File: config.mk
export PLATFORM = sky130hd
export DESIGN_NAME = stepper_motion_cmd_executor
export DESIGN_NICKNAME = d
export VERILOG_FILES = /design/src/logic/step_exec_pkg.sv /design/src/logic/pause_if.sv /design/src/logic/input_sync.sv /design/src/logic/pause_timer.sv /design/src/logic/stepper_motion_cmd_executor.sv
export VERILOG_INCLUDE_DIRS = /design/src /design/src/logic
export SDC_FILE = /design/constraint.sdc
export NUM_CORES = 1
export LEC_CHECK = 0
export BUFFER_PORTS_ARGS = -buffer_cell sky130_fd_sc_hd__buf_2
export CORE_MARGIN = 2
export CORE_UTILIZATION = 56
export DETAILED_ROUTE_END_ITERATION = 10
export PLACE_DENSITY_LB_ADDON = 0.05
export SKIP_CTS_REPAIR_TIMING = 1
export SYNTH_ARGS = -nofsm -noshare
export SYNTH_HDL_FRONTEND = slang
export SYNTH_SLANG_ARGS = --single-unit
File: constraint.sdc
create_clock -name aclk -period 2.8 [get_ports aclk]
set_clock_uncertainty 0.1 [all_clocks]
set_input_delay 0.56 -clock aclk [delete_from_list [all_inputs] [get_ports aclk]]
set_output_delay 0.56 -clock aclk [all_outputs]
set_load 0.01 [all_outputs]
File: src/logic/step_exec_params.svh
`ifndef STEP_EXEC_PARAMS_SVH
`define STEP_EXEC_PARAMS_SVH
// instruction word layout
`define OP_W          8
`define DATA_W        22
`define CMD_OP_HI     29
`define CMD_OP_LO     22
// opcodes
`define OP_MASK       8'h0a
`define OP_RUN_F      8'h0e
`define OP_RUN_R_DEF  8'h0f
`define OP_MOVE_F     8'h10
`define OP_MOVE_R_DEF 8'h11
`define OP_ABS_F      8'h12
`define OP_ABS_R      8'h13
`define OP_UNTIL_F    8'h14
`define OP_UNTIL_R    8'h15
`define OP_ZERO_F     8'h16
`define OP_ZERO_R     8'h17
`define OP_MARK_F     8'h18
`define OP_MARK_R     8'h19
`define OP_GO_ZERO    8'h1a
`define OP_GO_MARK    8'h1b
`define OP_SHORTEST   8'h1c
`define OP_POS_CLR    8'h1d
`define OP_MOD_RST    8'h1e
`define OP_SOFT_STOP  8'h1f
`define OP_ABRUPT_HOLD_CMD  8'h20
`define OP_DECEL_REL  8'h21
`define OP_ABRUPT_REL 8'h22
`define OP_PAUSE      8'h23
`define OP_RELAY_ON   8'h24
`define OP_RELAY_OFF  8'h25
`define OP_AWAIT_A    8'h27
`define OP_AWAIT_B    8'h28
// operand limits
`define SPEED_MIN     22'h00000f
`define SPEED_MAX     22'h003cf0
`define PAUSE_MAX     22'h36ee80
// register byte offsets, address width and bus response codes
`define ADDR_W        4
`define REG_CMD       4'h0
`define REG_STATUS    4'h4
`define REG_MASK      4'h8
`define RESP_OKAY     2'h0
`define RESP_SLVERR   2'h2
// status bits
`define ST_BUSY       0
`define ST_MOTOR      1
`define ST_RELAY      2
`define ST_ERR_OP     8
`define ST_ERR_RANGE  9
`define ST_ERR_BUSY   10
// input mask
`define MASK_RESET    8'hff
`define IN_A          2'h0
`define IN_B          2'h1
`define IN_ZERO       2'h2
`define IN_LIM        2'h3
// timing
`define CLK_PERIOD_NS 8
`define MS_NS         1000000
`endif

File: src/logic/step_exec_pkg.sv
package step_exec_pkg;
  typedef enum logic [3:0] {
    ACT_RUN          = 4'h0,
    ACT_MOVE         = 4'h1,
    ACT_GOTO         = 4'h2,
    ACT_GOTO_SHORT   = 4'h3,
    ACT_UNTIL_SW     = 4'h4,
    ACT_GO_ZERO      = 4'h5,
    ACT_GO_MARK      = 4'h6,
    ACT_SOFT_STOP    = 4'h7,
    ACT_ABRUPT_HOLD_CMD    = 4'h8,
    ACT_DECEL_REL    = 4'h9,
    ACT_ABRUPT_REL   = 4'ha
  } motion_action_t;
  typedef enum logic [3:0] {
    ST_IDLE   = 4'b0001,
    ST_PAUSE  = 4'b0010,
    ST_AWAIT  = 4'b0100,
    ST_SEARCH = 4'b1000
  } exec_state_t;
endpackage

File: src/logic/pause_if.sv
`timescale 1ns/100ps
interface pause_if;
  logic        start;
  logic        abort;
  logic [21:0] ms;
  logic        done;
  modport timer (input start, input abort, input ms, output done);
  modport ctrl  (output start, output abort, output ms, input done);
endinterface

File: src/logic/input_sync.sv
`timescale 1ns/100ps
module input_sync #(
  parameter int W = 4
) (
  input  wire logic         aclk,
  input  wire logic         aresetn,
  input  wire logic [W-1:0] d,
  output logic      [W-1:0] q
);
  logic [W-1:0] meta;

  always_ff @(posedge aclk) begin
    if (!aresetn) begin
      meta <= '0;
      q    <= '0;
    end else begin
      meta <= d;
      q    <= meta;
    end
  end
endmodule // input_sync

File: src/logic/pause_timer.sv
`timescale 1ns/100ps
`include "step_exec_params.svh"
module pause_timer #(
  parameter int unsigned MS_CYCLES = `MS_NS / `CLK_PERIOD_NS
) (
  input wire logic aclk,
  input wire logic aresetn,
  pause_if.timer   pt
);
  localparam int CW = $clog2(MS_CYCLES + 1);
  logic [CW-1:0]      cyc;
  logic [`DATA_W-1:0] left;
  logic               run;

  // millisecond countdown, abort wins over everything
  always_ff @(posedge aclk) begin
    if (!aresetn || pt.abort) begin
      run     <= 1'h0;
      left    <= '0;
      cyc     <= '0;
      pt.done <= 1'h0;
    end else begin
      pt.done <= 1'h0;
      if (pt.start) begin
        run  <= 1'h1;
        left <= pt.ms;
        cyc  <= '0;
      end else if (run) begin
        if (left == '0) begin
          run     <= 1'h0;
          pt.done <= 1'h1;
        end else if (cyc == CW'(MS_CYCLES - 1)) begin
          cyc  <= '0;
          left <= left - 1'h1;
        end else begin
          cyc <= cyc + 1'h1;
        end
      end
    end
  end
endmodule // pause_timer

File: src/logic/stepper_motion_cmd_executor.sv
// Operation
// - opcode 0x0e runs forward continuously at data-field speed, 15 to 15600.
// - reverse run spins backward at data-field speed, same range.
// - speed operands are full steps per second, whatever the microstepping.
// - opcode 0x10 moves forward by signed 22-bit displacement using configured profile.
// - reverse move displaces backward by same signed range and profile.
// - displacement and position operands count microsteps.
// - opcode 0x12 goes forward to absolute data-field position.
// - opcode 0x13 goes backward to absolute data-field position.
// - opcodes 0x14/0x15 run at max speed until unmasked limit switch, then stop.
// - opcodes 0x16/0x17 search zero at data speed until zero input.
// - opcodes 0x18/0x19 search mark at data speed until input b.
// - opcode 0x1a goes to stored zero, 0x1b to stored mark.
// - opcode 0x1c goes to absolute position by shorter direction.
// - opcode 0x1d clears step counter, present position becomes zero.
// - opcode 0x1e resets only the motion module; the executor also ends any pause, input wait or search in progress.
// - opcode 0x1f decelerates to standstill and holds.
// - opcode 0x20 stops at once and holds.
// - opcode 0x21 decelerates then releases, 0x22 stops and releases at once.
// - opcode 0x23 pauses for data-field milliseconds, 0 to 3600000.
// - opcode 0x24 switches relay on, 0x25 off.
// - opcode 0x27 waits for input a, 0x28 for input b.
// - a physical input counts only while its mask bit is one.
// - opcode 0x0a loads eight mask bits from data bits 7..0.
//
// The AXI4-Lite interface to the registers and the register offsets were decided locally.
`timescale 1ns/100ps
`include "step_exec_params.svh"
module stepper_motion_cmd_executor #(
  parameter logic [7:0]  OP_RUN_R  = `OP_RUN_R_DEF,
  parameter logic [7:0]  OP_MOVE_R = `OP_MOVE_R_DEF,
  parameter int unsigned MS_CYCLES = `MS_NS / `CLK_PERIOD_NS
) (
  input  wire logic               aclk,
  input  wire logic               aresetn,
  input  wire logic [`ADDR_W-1:0] awaddr,
  input  wire logic               awvalid,
  output logic                    awready,
  input  wire logic [31:0]        wdata,
  input  wire logic [3:0]         wstrb,
  input  wire logic               wvalid,
  output logic                    wready,
  output logic [1:0]              bresp,
  output logic                    bvalid,
  input  wire logic               bready,
  input  wire logic [`ADDR_W-1:0] araddr,
  input  wire logic               arvalid,
  output logic                    arready,
  output logic [31:0]             rdata,
  output logic [1:0]              rresp,
  output logic                    rvalid,
  input  wire logic               rready,
  input  wire logic               motor_busy,
  output logic                    motion_start,
  output logic [3:0]              motion_action,
  output logic                    motion_reverse,
  output logic [`DATA_W-1:0]      motion_operand,
  output logic                    position_clear,
  output logic                    module_reset,
  output logic                    relay_out,
  input  wire logic               limit_switch_input,
  input  wire logic               zero_input,
  input  wire logic               digital_input_a,
  input  wire logic               digital_input_b
);
  step_exec_pkg::exec_state_t    state;
  step_exec_pkg::exec_state_t    next_state;
  step_exec_pkg::motion_action_t d_action;
  logic [3:0]         pins_s;
  logic [3:0]         pins_live;
  logic [7:0]         mask;
  logic [1:0]         watch;
  logic [1:0]         next_watch;
  logic               wr_go;
  logic               rd_go;
  logic               cmd_wr;
  logic               accept;
  logic [`OP_W-1:0]   cmd_op;
  logic [`DATA_W-1:0] cmd_data;
  logic [31:0]        last_cmd;
  logic               stop_class;
  logic               d_issue;
  logic               d_rev;
  logic               d_bad;
  logic               d_range;
  logic               d_mask;
  logic               d_pos_clr;
  logic               d_mod_rst;
  logic               d_relay_on;
  logic               d_relay_off;
  logic               speed_bad;
  logic               err_op;
  logic               err_range;
  logic               err_busy;
  logic               set_op;
  logic               set_range;
  logic               set_busy;
  logic               clr_st;
  logic               hit;
  logic               search_hit;
  logic [31:0]        status;
  pause_if            pz ();

  input_sync #(.W(4)) u_sync (
    .aclk    (aclk),
    .aresetn (aresetn),
    .d       ({limit_switch_input, zero_input, digital_input_b, digital_input_a}),
    .q       (pins_s)
  );

  pause_timer #(.MS_CYCLES(MS_CYCLES)) u_pause (
    .aclk    (aclk),
    .aresetn (aresetn),
    .pt      (pz.timer)
  );

  // inputs gated by their mask bits
  assign pins_live  = pins_s & mask[3:0];
  assign hit        = pins_live[watch];
  assign search_hit = (state == step_exec_pkg::ST_SEARCH) && hit;

  // bus handshakes
  assign wr_go   = awvalid && wvalid && !bvalid;
  assign awready = wr_go;
  assign wready  = wr_go;
  assign rd_go   = arvalid && !rvalid;
  assign arready = rd_go;
  assign cmd_wr  = wr_go && (awaddr == `REG_CMD) && (wstrb == 4'hf);
  assign clr_st  = wr_go && (awaddr == `REG_STATUS) && wstrb[1];

  // instruction fields
  assign cmd_op   = wdata[`CMD_OP_HI:`CMD_OP_LO];
  assign cmd_data = wdata[`DATA_W-1:0];
  assign stop_class = (cmd_op >= `OP_MOD_RST) && (cmd_op <= `OP_ABRUPT_REL);
  assign accept     = cmd_wr && (state == step_exec_pkg::ST_IDLE || stop_class);
  assign speed_bad  = (cmd_data < `SPEED_MIN) || (cmd_data > `SPEED_MAX);

  // instruction decode
  always_comb begin
    d_issue     = 1'h0;
    d_action    = step_exec_pkg::ACT_SOFT_STOP;
    d_rev       = 1'h0;
    d_bad       = 1'h0;
    d_range     = 1'h0;
    d_mask      = 1'h0;
    d_pos_clr   = 1'h0;
    d_mod_rst   = 1'h0;
    d_relay_on  = 1'h0;
    d_relay_off = 1'h0;
    next_state  = step_exec_pkg::ST_IDLE;
    next_watch  = `IN_A;
    case (cmd_op)
      `OP_MASK: d_mask = 1'h1;
      `OP_RUN_F, OP_RUN_R: begin
        d_issue  = 1'h1;
        d_action = step_exec_pkg::ACT_RUN;
        d_rev    = (cmd_op == OP_RUN_R);
        d_range  = speed_bad;
      end
      `OP_MOVE_F, OP_MOVE_R: begin
        d_issue  = 1'h1;
        d_action = step_exec_pkg::ACT_MOVE;
        d_rev    = (cmd_op == OP_MOVE_R);
      end
      `OP_ABS_F, `OP_ABS_R: begin
        d_issue  = 1'h1;
        d_action = step_exec_pkg::ACT_GOTO;
        d_rev    = (cmd_op == `OP_ABS_R);
      end
      `OP_SHORTEST: begin
        d_issue  = 1'h1;
        d_action = step_exec_pkg::ACT_GOTO_SHORT;
      end
      `OP_UNTIL_F, `OP_UNTIL_R: begin
        d_issue    = 1'h1;
        d_action   = step_exec_pkg::ACT_UNTIL_SW;
        d_rev      = (cmd_op == `OP_UNTIL_R);
        next_state = step_exec_pkg::ST_SEARCH;
        next_watch = `IN_LIM;
      end
      `OP_ZERO_F, `OP_ZERO_R: begin
        d_issue    = 1'h1;
        d_action   = step_exec_pkg::ACT_RUN;
        d_rev      = (cmd_op == `OP_ZERO_R);
        d_range    = speed_bad;
        next_state = step_exec_pkg::ST_SEARCH;
        next_watch = `IN_ZERO;
      end
      `OP_MARK_F, `OP_MARK_R: begin
        d_issue    = 1'h1;
        d_action   = step_exec_pkg::ACT_RUN;
        d_rev      = (cmd_op == `OP_MARK_R);
        d_range    = speed_bad;
        next_state = step_exec_pkg::ST_SEARCH;
        next_watch = `IN_B;
      end
      `OP_GO_ZERO: begin
        d_issue  = 1'h1;
        d_action = step_exec_pkg::ACT_GO_ZERO;
      end
      `OP_GO_MARK: begin
        d_issue  = 1'h1;
        d_action = step_exec_pkg::ACT_GO_MARK;
      end
      `OP_POS_CLR: d_pos_clr = 1'h1;
      `OP_MOD_RST: d_mod_rst = 1'h1;
      `OP_SOFT_STOP: begin
        d_issue  = 1'h1;
        d_action = step_exec_pkg::ACT_SOFT_STOP;
      end
      `OP_ABRUPT_HOLD_CMD: begin
        d_issue  = 1'h1;
        d_action = step_exec_pkg::ACT_ABRUPT_HOLD_CMD;
      end
      `OP_DECEL_REL: begin
        d_issue  = 1'h1;
        d_action = step_exec_pkg::ACT_DECEL_REL;
      end
      `OP_ABRUPT_REL: begin
        d_issue  = 1'h1;
        d_action = step_exec_pkg::ACT_ABRUPT_REL;
      end
      `OP_PAUSE: begin
        d_range    = (cmd_data > `PAUSE_MAX);
        next_state = step_exec_pkg::ST_PAUSE;
      end
      `OP_RELAY_ON:  d_relay_on  = 1'h1;
      `OP_RELAY_OFF: d_relay_off = 1'h1;
      `OP_AWAIT_A: begin
        next_state = step_exec_pkg::ST_AWAIT;
        next_watch = `IN_A;
      end
      `OP_AWAIT_B: begin
        next_state = step_exec_pkg::ST_AWAIT;
        next_watch = `IN_B;
      end
      default: d_bad = 1'h1;
    endcase
  end

  assign set_op    = accept && d_bad;
  assign set_range = accept && d_range;
  assign set_busy  = cmd_wr && !accept;

  // sequencer: pause, input wait and search tracking
  always_ff @(posedge aclk) begin
    if (!aresetn) begin
      state <= step_exec_pkg::ST_IDLE;
      watch <= `IN_A;
    end else if (accept && !d_bad && !d_range) begin
      state <= next_state;
      watch <= next_watch;
    end else begin
      case (state)
        step_exec_pkg::ST_IDLE:   state <= step_exec_pkg::ST_IDLE;
        step_exec_pkg::ST_PAUSE:  if (pz.done) state <= step_exec_pkg::ST_IDLE;
        step_exec_pkg::ST_AWAIT:  if (hit) state <= step_exec_pkg::ST_IDLE;
        step_exec_pkg::ST_SEARCH: if (hit) state <= step_exec_pkg::ST_IDLE;
        default:                  state <= step_exec_pkg::ST_IDLE;
      endcase
    end
  end

  // pause timer control
  assign pz.start = accept && !d_range && (cmd_op == `OP_PAUSE);
  assign pz.ms    = cmd_data;
  assign pz.abort = accept && stop_class;

  // motion module request, search end issues a decelerating stop
  always_ff @(posedge aclk) begin
    if (!aresetn) begin
      motion_start   <= 1'h0;
      motion_action  <= step_exec_pkg::ACT_SOFT_STOP;
      motion_reverse <= 1'h0;
      motion_operand <= '0;
    end else if (accept && d_issue && !d_range) begin
      motion_start   <= 1'h1;
      motion_action  <= d_action;
      motion_reverse <= d_rev;
      motion_operand <= cmd_data;
    end else if (search_hit) begin
      motion_start  <= 1'h1;
      motion_action <= step_exec_pkg::ACT_SOFT_STOP;
    end else begin
      motion_start <= 1'h0;
    end
  end

  // single-cycle control strobes to the motion module
  always_ff @(posedge aclk) begin
    if (!aresetn) begin
      position_clear <= 1'h0;
      module_reset   <= 1'h0;
    end else begin
      position_clear <= accept && d_pos_clr;
      module_reset   <= accept && d_mod_rst;
    end
  end

  // relay output
  always_ff @(posedge aclk) begin
    if (!aresetn) begin
      relay_out <= 1'h0;
    end else if (accept && d_relay_on) begin
      relay_out <= 1'h1;
    end else if (accept && d_relay_off) begin
      relay_out <= 1'h0;
    end
  end

  // input mask, loaded by opcode or by direct register write
  always_ff @(posedge aclk) begin
    if (!aresetn) begin
      mask <= `MASK_RESET;
    end else if (accept && d_mask) begin
      mask <= cmd_data[7:0];
    end else if (wr_go && (awaddr == `REG_MASK) && wstrb[0]) begin
      mask <= wdata[7:0];
    end
  end

  // sticky errors, write one to clear, a new event wins
  always_ff @(posedge aclk) begin
    if (!aresetn) begin
      err_op    <= 1'h0;
      err_range <= 1'h0;
      err_busy  <= 1'h0;
    end else begin
      err_op    <= set_op || (err_op && !(clr_st && wdata[`ST_ERR_OP]));
      err_range <= set_range || (err_range && !(clr_st && wdata[`ST_ERR_RANGE]));
      err_busy  <= set_busy || (err_busy && !(clr_st && wdata[`ST_ERR_BUSY]));
    end
  end

  // last instruction written
  always_ff @(posedge aclk) begin
    if (!aresetn) begin
      last_cmd <= '0;
    end else if (cmd_wr) begin
      last_cmd <= wdata;
    end
  end

  // write response
  always_ff @(posedge aclk) begin
    if (!aresetn) begin
      bvalid <= 1'h0;
      bresp  <= `RESP_OKAY;
    end else if (wr_go) begin
      bvalid <= 1'h1;
      if (awaddr == `REG_CMD || awaddr == `REG_STATUS || awaddr == `REG_MASK) begin
        bresp <= `RESP_OKAY;
      end else begin
        bresp <= `RESP_SLVERR;
      end
    end else if (bready) begin
      bvalid <= 1'h0;
    end
  end

  // status word
  always_comb begin
    status                = '0;
    status[`ST_BUSY]      = (state != step_exec_pkg::ST_IDLE);
    status[`ST_MOTOR]     = motor_busy;
    status[`ST_RELAY]     = relay_out;
    status[`ST_ERR_OP]    = err_op;
    status[`ST_ERR_RANGE] = err_range;
    status[`ST_ERR_BUSY]  = err_busy;
  end

  // read response
  always_ff @(posedge aclk) begin
    if (!aresetn) begin
      rvalid <= 1'h0;
      rdata  <= '0;
      rresp  <= `RESP_OKAY;
    end else if (rd_go) begin
      rvalid <= 1'h1;
      rresp  <= `RESP_OKAY;
      case (araddr)
        `REG_CMD:    rdata <= last_cmd;
        `REG_STATUS: rdata <= status;
        `REG_MASK:   rdata <= {24'h000000, mask};
        default: begin
          rdata <= '0;
          rresp <= `RESP_SLVERR;
        end
      endcase
    end else if (rready) begin
      rvalid <= 1'h0;
    end
  end
endmodule // stepper_motion_cmd_executor

# Word level (Yosys, flattened, before mapping)
# Cells that the tools add are included.
dict set report classes {
  eq_ne 41
  n_reduce_logical 78
  magnitude_cmp 6
  n_addsub 2
  bitwise 3
  n_mux 42
}
# op count
set ops {}
lappend ops {{== test 8 x 5 -> 1 bit (second input constant)} 16}
lappend ops {{one-hot mux 32 bit (3 select lines)} 1}
lappend ops {{2-to-1 mux 22 bit} 4}
lappend ops {{== test 8 x 6 -> 1 bit (second input constant)} 8}
lappend ops {{one-hot mux 4 bit (10 select lines)} 1}
lappend ops {{logical AND 1 bit} 33}
lappend ops {{OR reduction 27 bit} 1}
lappend ops {{== test 8 x 4 -> 1 bit (second input constant)} 3}
lappend ops {{> comparator 22 x 14 -> 1 bit (second input constant)} 1}
lappend ops {{> comparator 22 bit (second input constant)} 1}
lappend ops {{zero test 22 bit} 1}
lappend ops {{< comparator 22 x 4 -> 1 bit (second input constant)} 1}
lappend ops {{subtractor 22 x 1 -> 22 bit (second input constant)} 1}
lappend ops {{2-to-1 mux 1 bit} 20}
lappend ops {{2-to-1 mux 4 bit} 5}
lappend ops {{OR reduction 19 bit} 1}
lappend ops {{OR reduction 2 bit} 9}
lappend ops {{adder 17 x 1 -> 17 bit (second input constant)} 1}
lappend ops {{== test 17 bit (second input constant)} 1}
lappend ops {{2-to-1 mux 17 bit} 1}
lappend ops {{== test 4 bit (second input constant)} 4}
lappend ops {{2-to-1 mux 8 bit} 2}
lappend ops {{nonzero test 2 bit} 7}
lappend ops {{== test 4 x 3 -> 1 bit (second input constant)} 3}
lappend ops {{other kinds (25)} 46}
dict set report word_totals {
  output_inout_bits 72
  word_cells 197
  in_bits 56
  reg_bits 167
}

# Logic depth before layout (Yosys ltp)
# Gate-level depths: netlist of run 1.
dict set report logic_depth {
  depth_word 9
  depth_mapped 9
  ltp_nobuf 8
}

# Modules after synthesis
# Synthesis of run 1 repeated with hierarchy kept, for this count alone.
dict set report unflattened {
  hier_cells 918
  area_unflattened_um2 7759.9
}
# module n_inst seq_area_each_um2 area_per_inst_um2 cells_each
set by_module_without_submodules {}
lappend by_module_without_submodules {stepper_motion_cmd_executor 1 2322.2 5276.3 638}
lappend by_module_without_submodules {pause_timer 1 820.8 2273.4 264}
lappend by_module_without_submodules {input_sync 1 160.2 210.2 16}

# Least setup slack after synthesis of run 1
# Ideal clock, no wire load.
dict set report synth_timing {
  path_kind {input to register}
  start {in awaddr[1]}
  end {reg motion_action[0]}
  path_buffers 3
  t_arrival_ps 2419
  stages 9
  setup_time_ps 72
  slack_ps 209
  cell_sequence {or2_2 > clkbuf_1 > or4_1 > buf_2 > a21oi_4 > o211ai_2 > nor2_8 > buf_8 > mux2i_1}
}
dict set report synth_via {
  elab_chain_len 7
  elab_cells_between_ends 8
  cone_classes {mux: 1; reduce/logical: 7}
}
# item line
set synth_rtl {}
lappend synth_rtl {{from (decl)} stepper_motion_cmd_executor.sv:36} ;# input wire logic [`ADDR_W-1:0] awaddr,
lappend synth_rtl {{zero test 4 bit (no source line) *} n/a}
lappend synth_rtl {{logical AND 1 bit * (2 in a row)} stepper_motion_cmd_executor.sv:128} ;# assign cmd_wr = wr_go && (awaddr == `REG_CMD) && (wstrb == 4'hf);
lappend synth_rtl {{logical AND 1 bit *} stepper_motion_cmd_executor.sv:135} ;# assign accept = cmd_wr && (state == step_exec_pkg::ST_IDLE || stop_class);
lappend synth_rtl {{logical AND 1 bit * (2 in a row)} stepper_motion_cmd_executor.sv:276} ;# end else if (accept && d_issue && !d_range) begin
lappend synth_rtl {{2-to-1 mux 4 bit / nonzero test 2 bit (equally long branches)} n/a}
lappend synth_rtl {{to (signal assigned)} stepper_motion_cmd_executor.sv:273} ;# motion_action <= step_exec_pkg::ACT_SOFT_STOP;
lappend synth_rtl {{to (signal assigned)} stepper_motion_cmd_executor.sv:278} ;# motion_action <= d_action;
lappend synth_rtl {{to (signal assigned)} stepper_motion_cmd_executor.sv:283} ;# motion_action <= step_exec_pkg::ACT_SOFT_STOP;
lappend synth_rtl {{to (decl)} stepper_motion_cmd_executor.sv:55} ;# output logic [3:0] motion_action,
# Mark *: on every way between the ends. The rest lies on a longest branch, timed or not.
# A chain may end at the register's enable or synchronous reset.

# Worst setup path in the final report of run 1
dict set report layout_timing {
  start {in wdata[28]}
  end {reg motion_operand[18]}
}
dict set report layout_via {
  elab_chain_len 6
  elab_cells_between_ends 32
  cone_classes {order compare: 2; eq/ne: 20; mux: 2; reduce/logical: 8}
}
# item line
set layout_rtl {}
lappend layout_rtl {{from (decl)} stepper_motion_cmd_executor.sv:39} ;# input wire logic [31:0] wdata,
lappend layout_rtl {{greater-or-equal comparator 8 x 5 -> 1 bit (no source line) / <= comparator 8 x 6 -> 1 bit (equally long branches)} n/a}
lappend layout_rtl {{logical AND 1 bit} stepper_motion_cmd_executor.sv:134} ;# assign stop_class = (cmd_op >= `OP_MOD_RST) && (cmd_op <= `OP_ABRUPT_REL);
lappend layout_rtl {{logical OR 1 bit} stepper_motion_cmd_executor.sv:135}
lappend layout_rtl {{logical AND 1 bit} stepper_motion_cmd_executor.sv:135}
lappend layout_rtl {{logical AND 1 bit} stepper_motion_cmd_executor.sv:276}
lappend layout_rtl {{logical AND 1 bit *} stepper_motion_cmd_executor.sv:276}
lappend layout_rtl {{to (signal assigned)} stepper_motion_cmd_executor.sv:280} ;# motion_operand <= cmd_data;
lappend layout_rtl {{to (decl)} stepper_motion_cmd_executor.sv:57} ;# output logic [`DATA_W-1:0] motion_operand,
# Marks and branches as above.

==> flow_metrics.tcl, run 1 <==
set metrics [dict create \
    status "finished clean" \
    synthArstFlopShare 0 \
    routed_wl_um 20000 \
    met3_usage 0.0646 \
    core_region_area_um2 13200 \
    synth_top_family_by_area "simple AND/OR/NAND/NOR gates" \
    die_height_um 120 \
    gp_congestion 0.891 \
    fmax_mhz 401 \
    clk_pin_slew_ps 70 \
    synth.largest_area_cell "dfxtp_1" \
    grt.total_usage 0.283 \
    synth_compound_gate_area_share 0.142 \
    post-route-util 0.679 \
    yosysWarnings 0 \
    worstSetupStartpoint "wdata[28]" \
    place_ws_ps -78.2 \
    crit_path_end_kind "flip-flop" \
    r2r_slack_ps 360 \
    slowest_delay_ps 510 \
    first_global_vias 6468 \
    startpoint_type "input port" \
    antenna_found_initial 0 \
    nets 1078 \
    port-buffer-count 125 \
    regToRegStartpoint "bvalid" \
    dpl.hpwl_um 13900 \
    min_path_type "input port to flip-flop" \
    ant_nets 0 \
    critPathKind "input port to flip-flop" \
    overflow 0 \
    fin_ws_ps 305 \
    critPathCapture "motion_operand[18]" \
    cts_tree "built" \
    slew_viol_final 0 \
    synthAdderAreaFrac 0.00333 \
    htree_levels 4 \
    num_rows 42 \
    die_w_um 120 \
    met1_usage 0.352 \
    finalSetupViolCount 0 \
    synth_most_common_cell "dfxtp_1" \
    die_area_um2 14300 \
    synthSimpleGateAreaFrac 0.259 \
    grt_pass1_wl_um 32100 \
    worstSetupPathDepth 9 \
    grt_use_met2 0.468 \
    start_util 0.569 \
    hold_slack_ps 229 \
    syn_inst 897 \
    drive_gt1_frac 0.207 \
    p_leak_uw 0.00344 \
    cap_viol_max_count 0 \
    synthTopCellsByArea "dfxtp_1 (44%), nand2_1 (7.8%), mux2i_1 (6.7%)" \
    synthMuxAreaShare 0.0712 \
    fin_crit_ps 2490 \
    crit_fanout 28 \
    tightest_slew_ps 704 \
    required_ps 3060 \
    r2r_end "motion_operand[18]" \
    ys_seq_area_frac 0.440 \
    first_iter_violations 499 \
    ys_ff_latch 165 \
    n_antenna_cell 0 \
    synth_top_cell_area_share 0.440 \
    via_count 6799 \
    path_delay_family "compound AO/OA/AOI/OAI gates" \
    critPathSlowestCell "nor4b_1" \
    post-route-drc-count 0 \
    post_drt_wl_per_cell_um 16.5 \
    power_density_nw_per_um2 552 \
    cts_max_path_buffers 2 \
    cts_buffers 17 \
    syn_area_um2 7500 \
    r2r_cells 7 \
    crit_arrival_ps 2750 \
    cp_cell_sequence "buf_2, buf_4, nor4b_1, a22oi_1, a21oi_4, o211ai_2, nor2_8, buf_12, mux2i_1" \
    syn_area_per_cell_um2 8.37 \
    critPathBufInv 3 \
    grt.busiest_layer "met2" \
    vias_per_cell 5.63 \
    firstDrtPassIters 5 \
    synth_ff_type "dfxtp_1" \
    root_buffer "clkbuf_16" \
    synth_edf_count 0 \
    syn_to_final_growth_pct 19.3 \
    fin_crit_sh 0.891 \
    hold_violations 0 \
    ys_types 69 \
    synth_xor_area_frac 0.0408 \
    rsz0062_at_grt "false" \
    clkLatencyLatePin_ps 430 \
    ioPinCount 128 \
    relSlewSlack 0.531 \
    synth_commonest_cells "dfxtp_1 (165), nand2_1 (155), nor2_1 (89), a21oi_1 (70), mux2i_1 (50)" \
    grt_max_degree 71 \
    cts.sinks 165 \
    vdd_ir_drop_max_mv 0.426 \
]
kinds of logic (layout without fill, tap and decap cells):
group,count (synthesis),in the layout
simple gates,398,398
fa+ha+maj,2,2
xor+xnor,35,35
flops,165,165
mux,52,52
other cells,1,2
compound gates,172,172
buf+inv,72,206
metal layers:
| layer | part of all wire | wire [um] |
|---|---|---|
| met1 | 0.44 | 8730 |
| met5 | 0 | 0 |
| met4 | 0.033 | 655 |
| met2 | 0.48 | 9500 |
| met3 | 0.054 | 1080 |
where the power goes:
part / total [uW] / switching [uW] / internal [uW]
sequential: 2360 / 4.76 / 2360
combinational: 307 / 204 / 103
clock: 2280 / 991 / 1290
cell type report:
| class | instances | area (um^2) |
|---|---|---|
| clock buffer | 20 | 457 |
| clock inverter | 11 | 116 |
| fill | 1173 | 4240 |
| inverter | 14 | 52.6 |
| multi-input combinational | 661 | 3880 |
| sequential | 165 | 3300 |
| tap | 176 | 220 |
| timing repair buffer | 161 | 921 |
stage by stage:
step	setup TNS, ps	power, uW	instances	cell area, um^2
2_1_floorplan	0	2580	898	7510
3_3_place_gp	-3720	2720	1177	8380
3_5_place_dp	-1860	2720	1177	8380
4_1_cts	0	4970	1208	8950
5_1_grt	0	5100	1208	8950
6_report	0	4950	1208	8950
layout by cell type, fill, tap and decap left out, drive strengths merged, types with 5 or more instances in the layout:
cell type	count
clkbuf	20
or3	7
a21oi	72
nor3	27
xnor2	32
o22ai	6
and3	5
o21ai	40
mux2i	50
a22oi	27
nor4b	5
inv	19
nor2	92
and2	11
nand3b	5
nand2b	11
nand3	16
nor4	28
nand4	13
nand2	155
buf	161
or4	6
dfxtp	165
flip-flops by register name (all words and copies together), names as in the netlist, 2 cells and up:
name            cells
last_cmd           32
rdata              32
motion_operand     22
u_pause.left       22
u_pause.cyc        17
mask                8
motion_action       4
state               4
u_sync.meta         4
u_sync.q            4
watch               2
how the worst min path moves through the flow:
stage | from | to | slack, ps | cells past startpoint
final | digital_input_a | u_sync.meta[0] | 230 | 2
after global routing | digital_input_a | u_sync.meta[0] | 230 | 2
after CTS | limit_switch_input | u_sync.meta[3] | 220 | 2
after detailed placement | u_sync.meta[2] | u_sync.q[2] | 320 | 1
after global placement | u_sync.meta[2] | u_sync.q[2] | 320 | 1
after floorplan | u_sync.meta[0] | u_sync.q[0] | 310 | 1
Note: power is estimated with default switching activity, not from simulation.
==> inputs of run 2 (changes only) <==
--- a/config.mk
+++ b/config.mk
@@ -13,3 +13,2 @@
 export PLACE_DENSITY_LB_ADDON = 0.05
-export SKIP_CTS_REPAIR_TIMING = 1
 export SYNTH_ARGS = -nofsm -noshare
==> constraint.sdc (replaced) <==
create_clock -name aclk -period 2.8 [get_ports aclk]
set_clock_uncertainty 0.1 [all_clocks]
set_input_delay 0.28 -clock aclk [delete_from_list [all_inputs] [get_ports aclk]]
set_output_delay 0.28 -clock aclk [all_outputs]
set_load 0.01 [all_outputs]
==> flow_metrics.tcl, run 2 (synthesis results as in run 1) <==
set metrics [dict create \
    cts_tree "built" \
    crit_fanout 15 \
    grt.total_usage 0.281 \
    grt_max_degree 67 \
    routed_wl_um 19900 \
    regArea_um2 3300 \
    vias_per_cell 5.67 \
    dpl.hpwl_um 13500 \
    startpoint_type "flip-flop" \
    gp_congestion 0.859 \
    min_path_type "input port to flip-flop" \
    finalSetupViolCount 0 \
    vdd_ir_drop_max_mv 0.421 \
    first_iter_violations 524 \
    relSlewSlack 0.528 \
    root_buffer "clkbuf_16" \
    antenna_found_initial 0 \
    dpl.cell_count 1166 \
    layout.cells.non_filler 1205 \
    post-route-drc-count 0 \
    tightest_slew_ps 702 \
    ioPinCount 128 \
    clkLatencyLatePin_ps 430 \
    fin_ws_ps 294 \
    multiInputGateArea_um2 3880 \
    cts_max_path_buffers 2 \
    required_ps 3050 \
    cts.sinks 165 \
    drive_gt1_frac 0.198 \
    core_region_area_um2 13200 \
    die_height_um 120 \
    fillers 1141 \
    cts_setup_buffers 0 \
    die_area_um2 14300 \
    crit_arrival_ps 2750 \
    fin_crit_sh 0.895 \
    hold_violations 0 \
    nets 1074 \
    rsz0062_at_grt "false" \
    final_cell_mix "dfxtp_1 (165), nand2_1 (155), buf_2 (125)" \
    via_count 6828 \
    htree_levels 4 \
    clk_pin_slew_ps 70 \
    port-buffer-count 125 \
    grt_pass1_wl_um 32000 \
    place_ws_ps 244 \
    die_w_um 120 \
    power_uw 4940 \
    critPathKind "flip-flop to flip-flop" \
    final_common_cell "dfxtp_1" \
    fin_tns_setup_ps 0 \
    start_util 0.569 \
    firstDrtPassIters 6 \
    power_density_nw_per_um2 552 \
    num_rows 42 \
    cts_buffers 17 \
    post_drt_wl_per_cell_um 16.6 \
    fin_crit_ps 2510 \
    status "finished clean" \
    cap_viol_max_count 0 \
    overflow 0 \
    reg_top3 "last_cmd: 32 flops, rdata: 32 flops" \
    slew_viol_final 0 \
    crit_path_end_kind "flip-flop" \
    fmax_mhz 399 \
    ant_nets 0 \
    p_leak_uw 0.00342 \
    first_global_vias 6418 \
    syn_to_final_growth_pct 19.2 \
    n_antenna_cell 0 \
]
[run 2: cell types whose count changed in the layout (fill, tap and decap cells not counted), sizes merged]
cell and delta:
clkinvlp +1, dlygate4sd3 +7, buf -11
[run 2: worst max-delay path, stage by stage (launching register included)]
cell and delay (ps):
dfxtp_1 320, nand3b_2 290, or4_1 650, a21oi_4 180, o211ai_2 180, nor2_8 280
buf_12 200, mux2i_1 200
[run 2: repair_timing]
item	CTS	global route
setup endpoints to repair	0	0
hold buffers	7	0
hold endpoints to repair	7	0
gates resized for setup	0	0
[run 2: area by class of cell]
class	instances	share of cell area
Tap cell	176	0.0246
Inverter	14	0.00588
Clock inverter	12	0.0133
Sequential cell	165	0.369
Multi-Input combinational cell	661	0.434
Timing Repair Buffer	157	0.102
Clock buffer	20	0.0511
[run 2: per-stage QoR]
step	util	hold slack, ps	cell area (um^2)
floorplan	-	307	7510
detailed placement	0.629	324	8300
CTS	0.678	1.12	8940
global placement	0.629	315	8300
global route	0.678	20.3	8940
finish	0.678	13.2	8940
[run 2: worst paths after layout]
kind	slack, ps	cells after the start	start	end
min	10	3	rready	rvalid
max reg2reg	290	7	bvalid	motion_operand[14]
min reg2reg	330	1	u_sync.meta[3]	u_sync.q[3]
max	290	7	bvalid	motion_operand[14]
[run 2: power breakdown]
group	internal, uW	switching [uW]
combinational	97.8	202
clock	1290	989
sequential	2360	4.66
total	3740	1200
[run 2: metal layers]
layer,vias up,routed length [um],track usage,share of wire
met5,-,0,0,0
met4,0,406,0.107,0.020
met3,32,1250,0.0627,0.062
met2,224,9660,0.477,0.48
met1,3195,8640,0.349,0.43
li1,3377,-,-,-
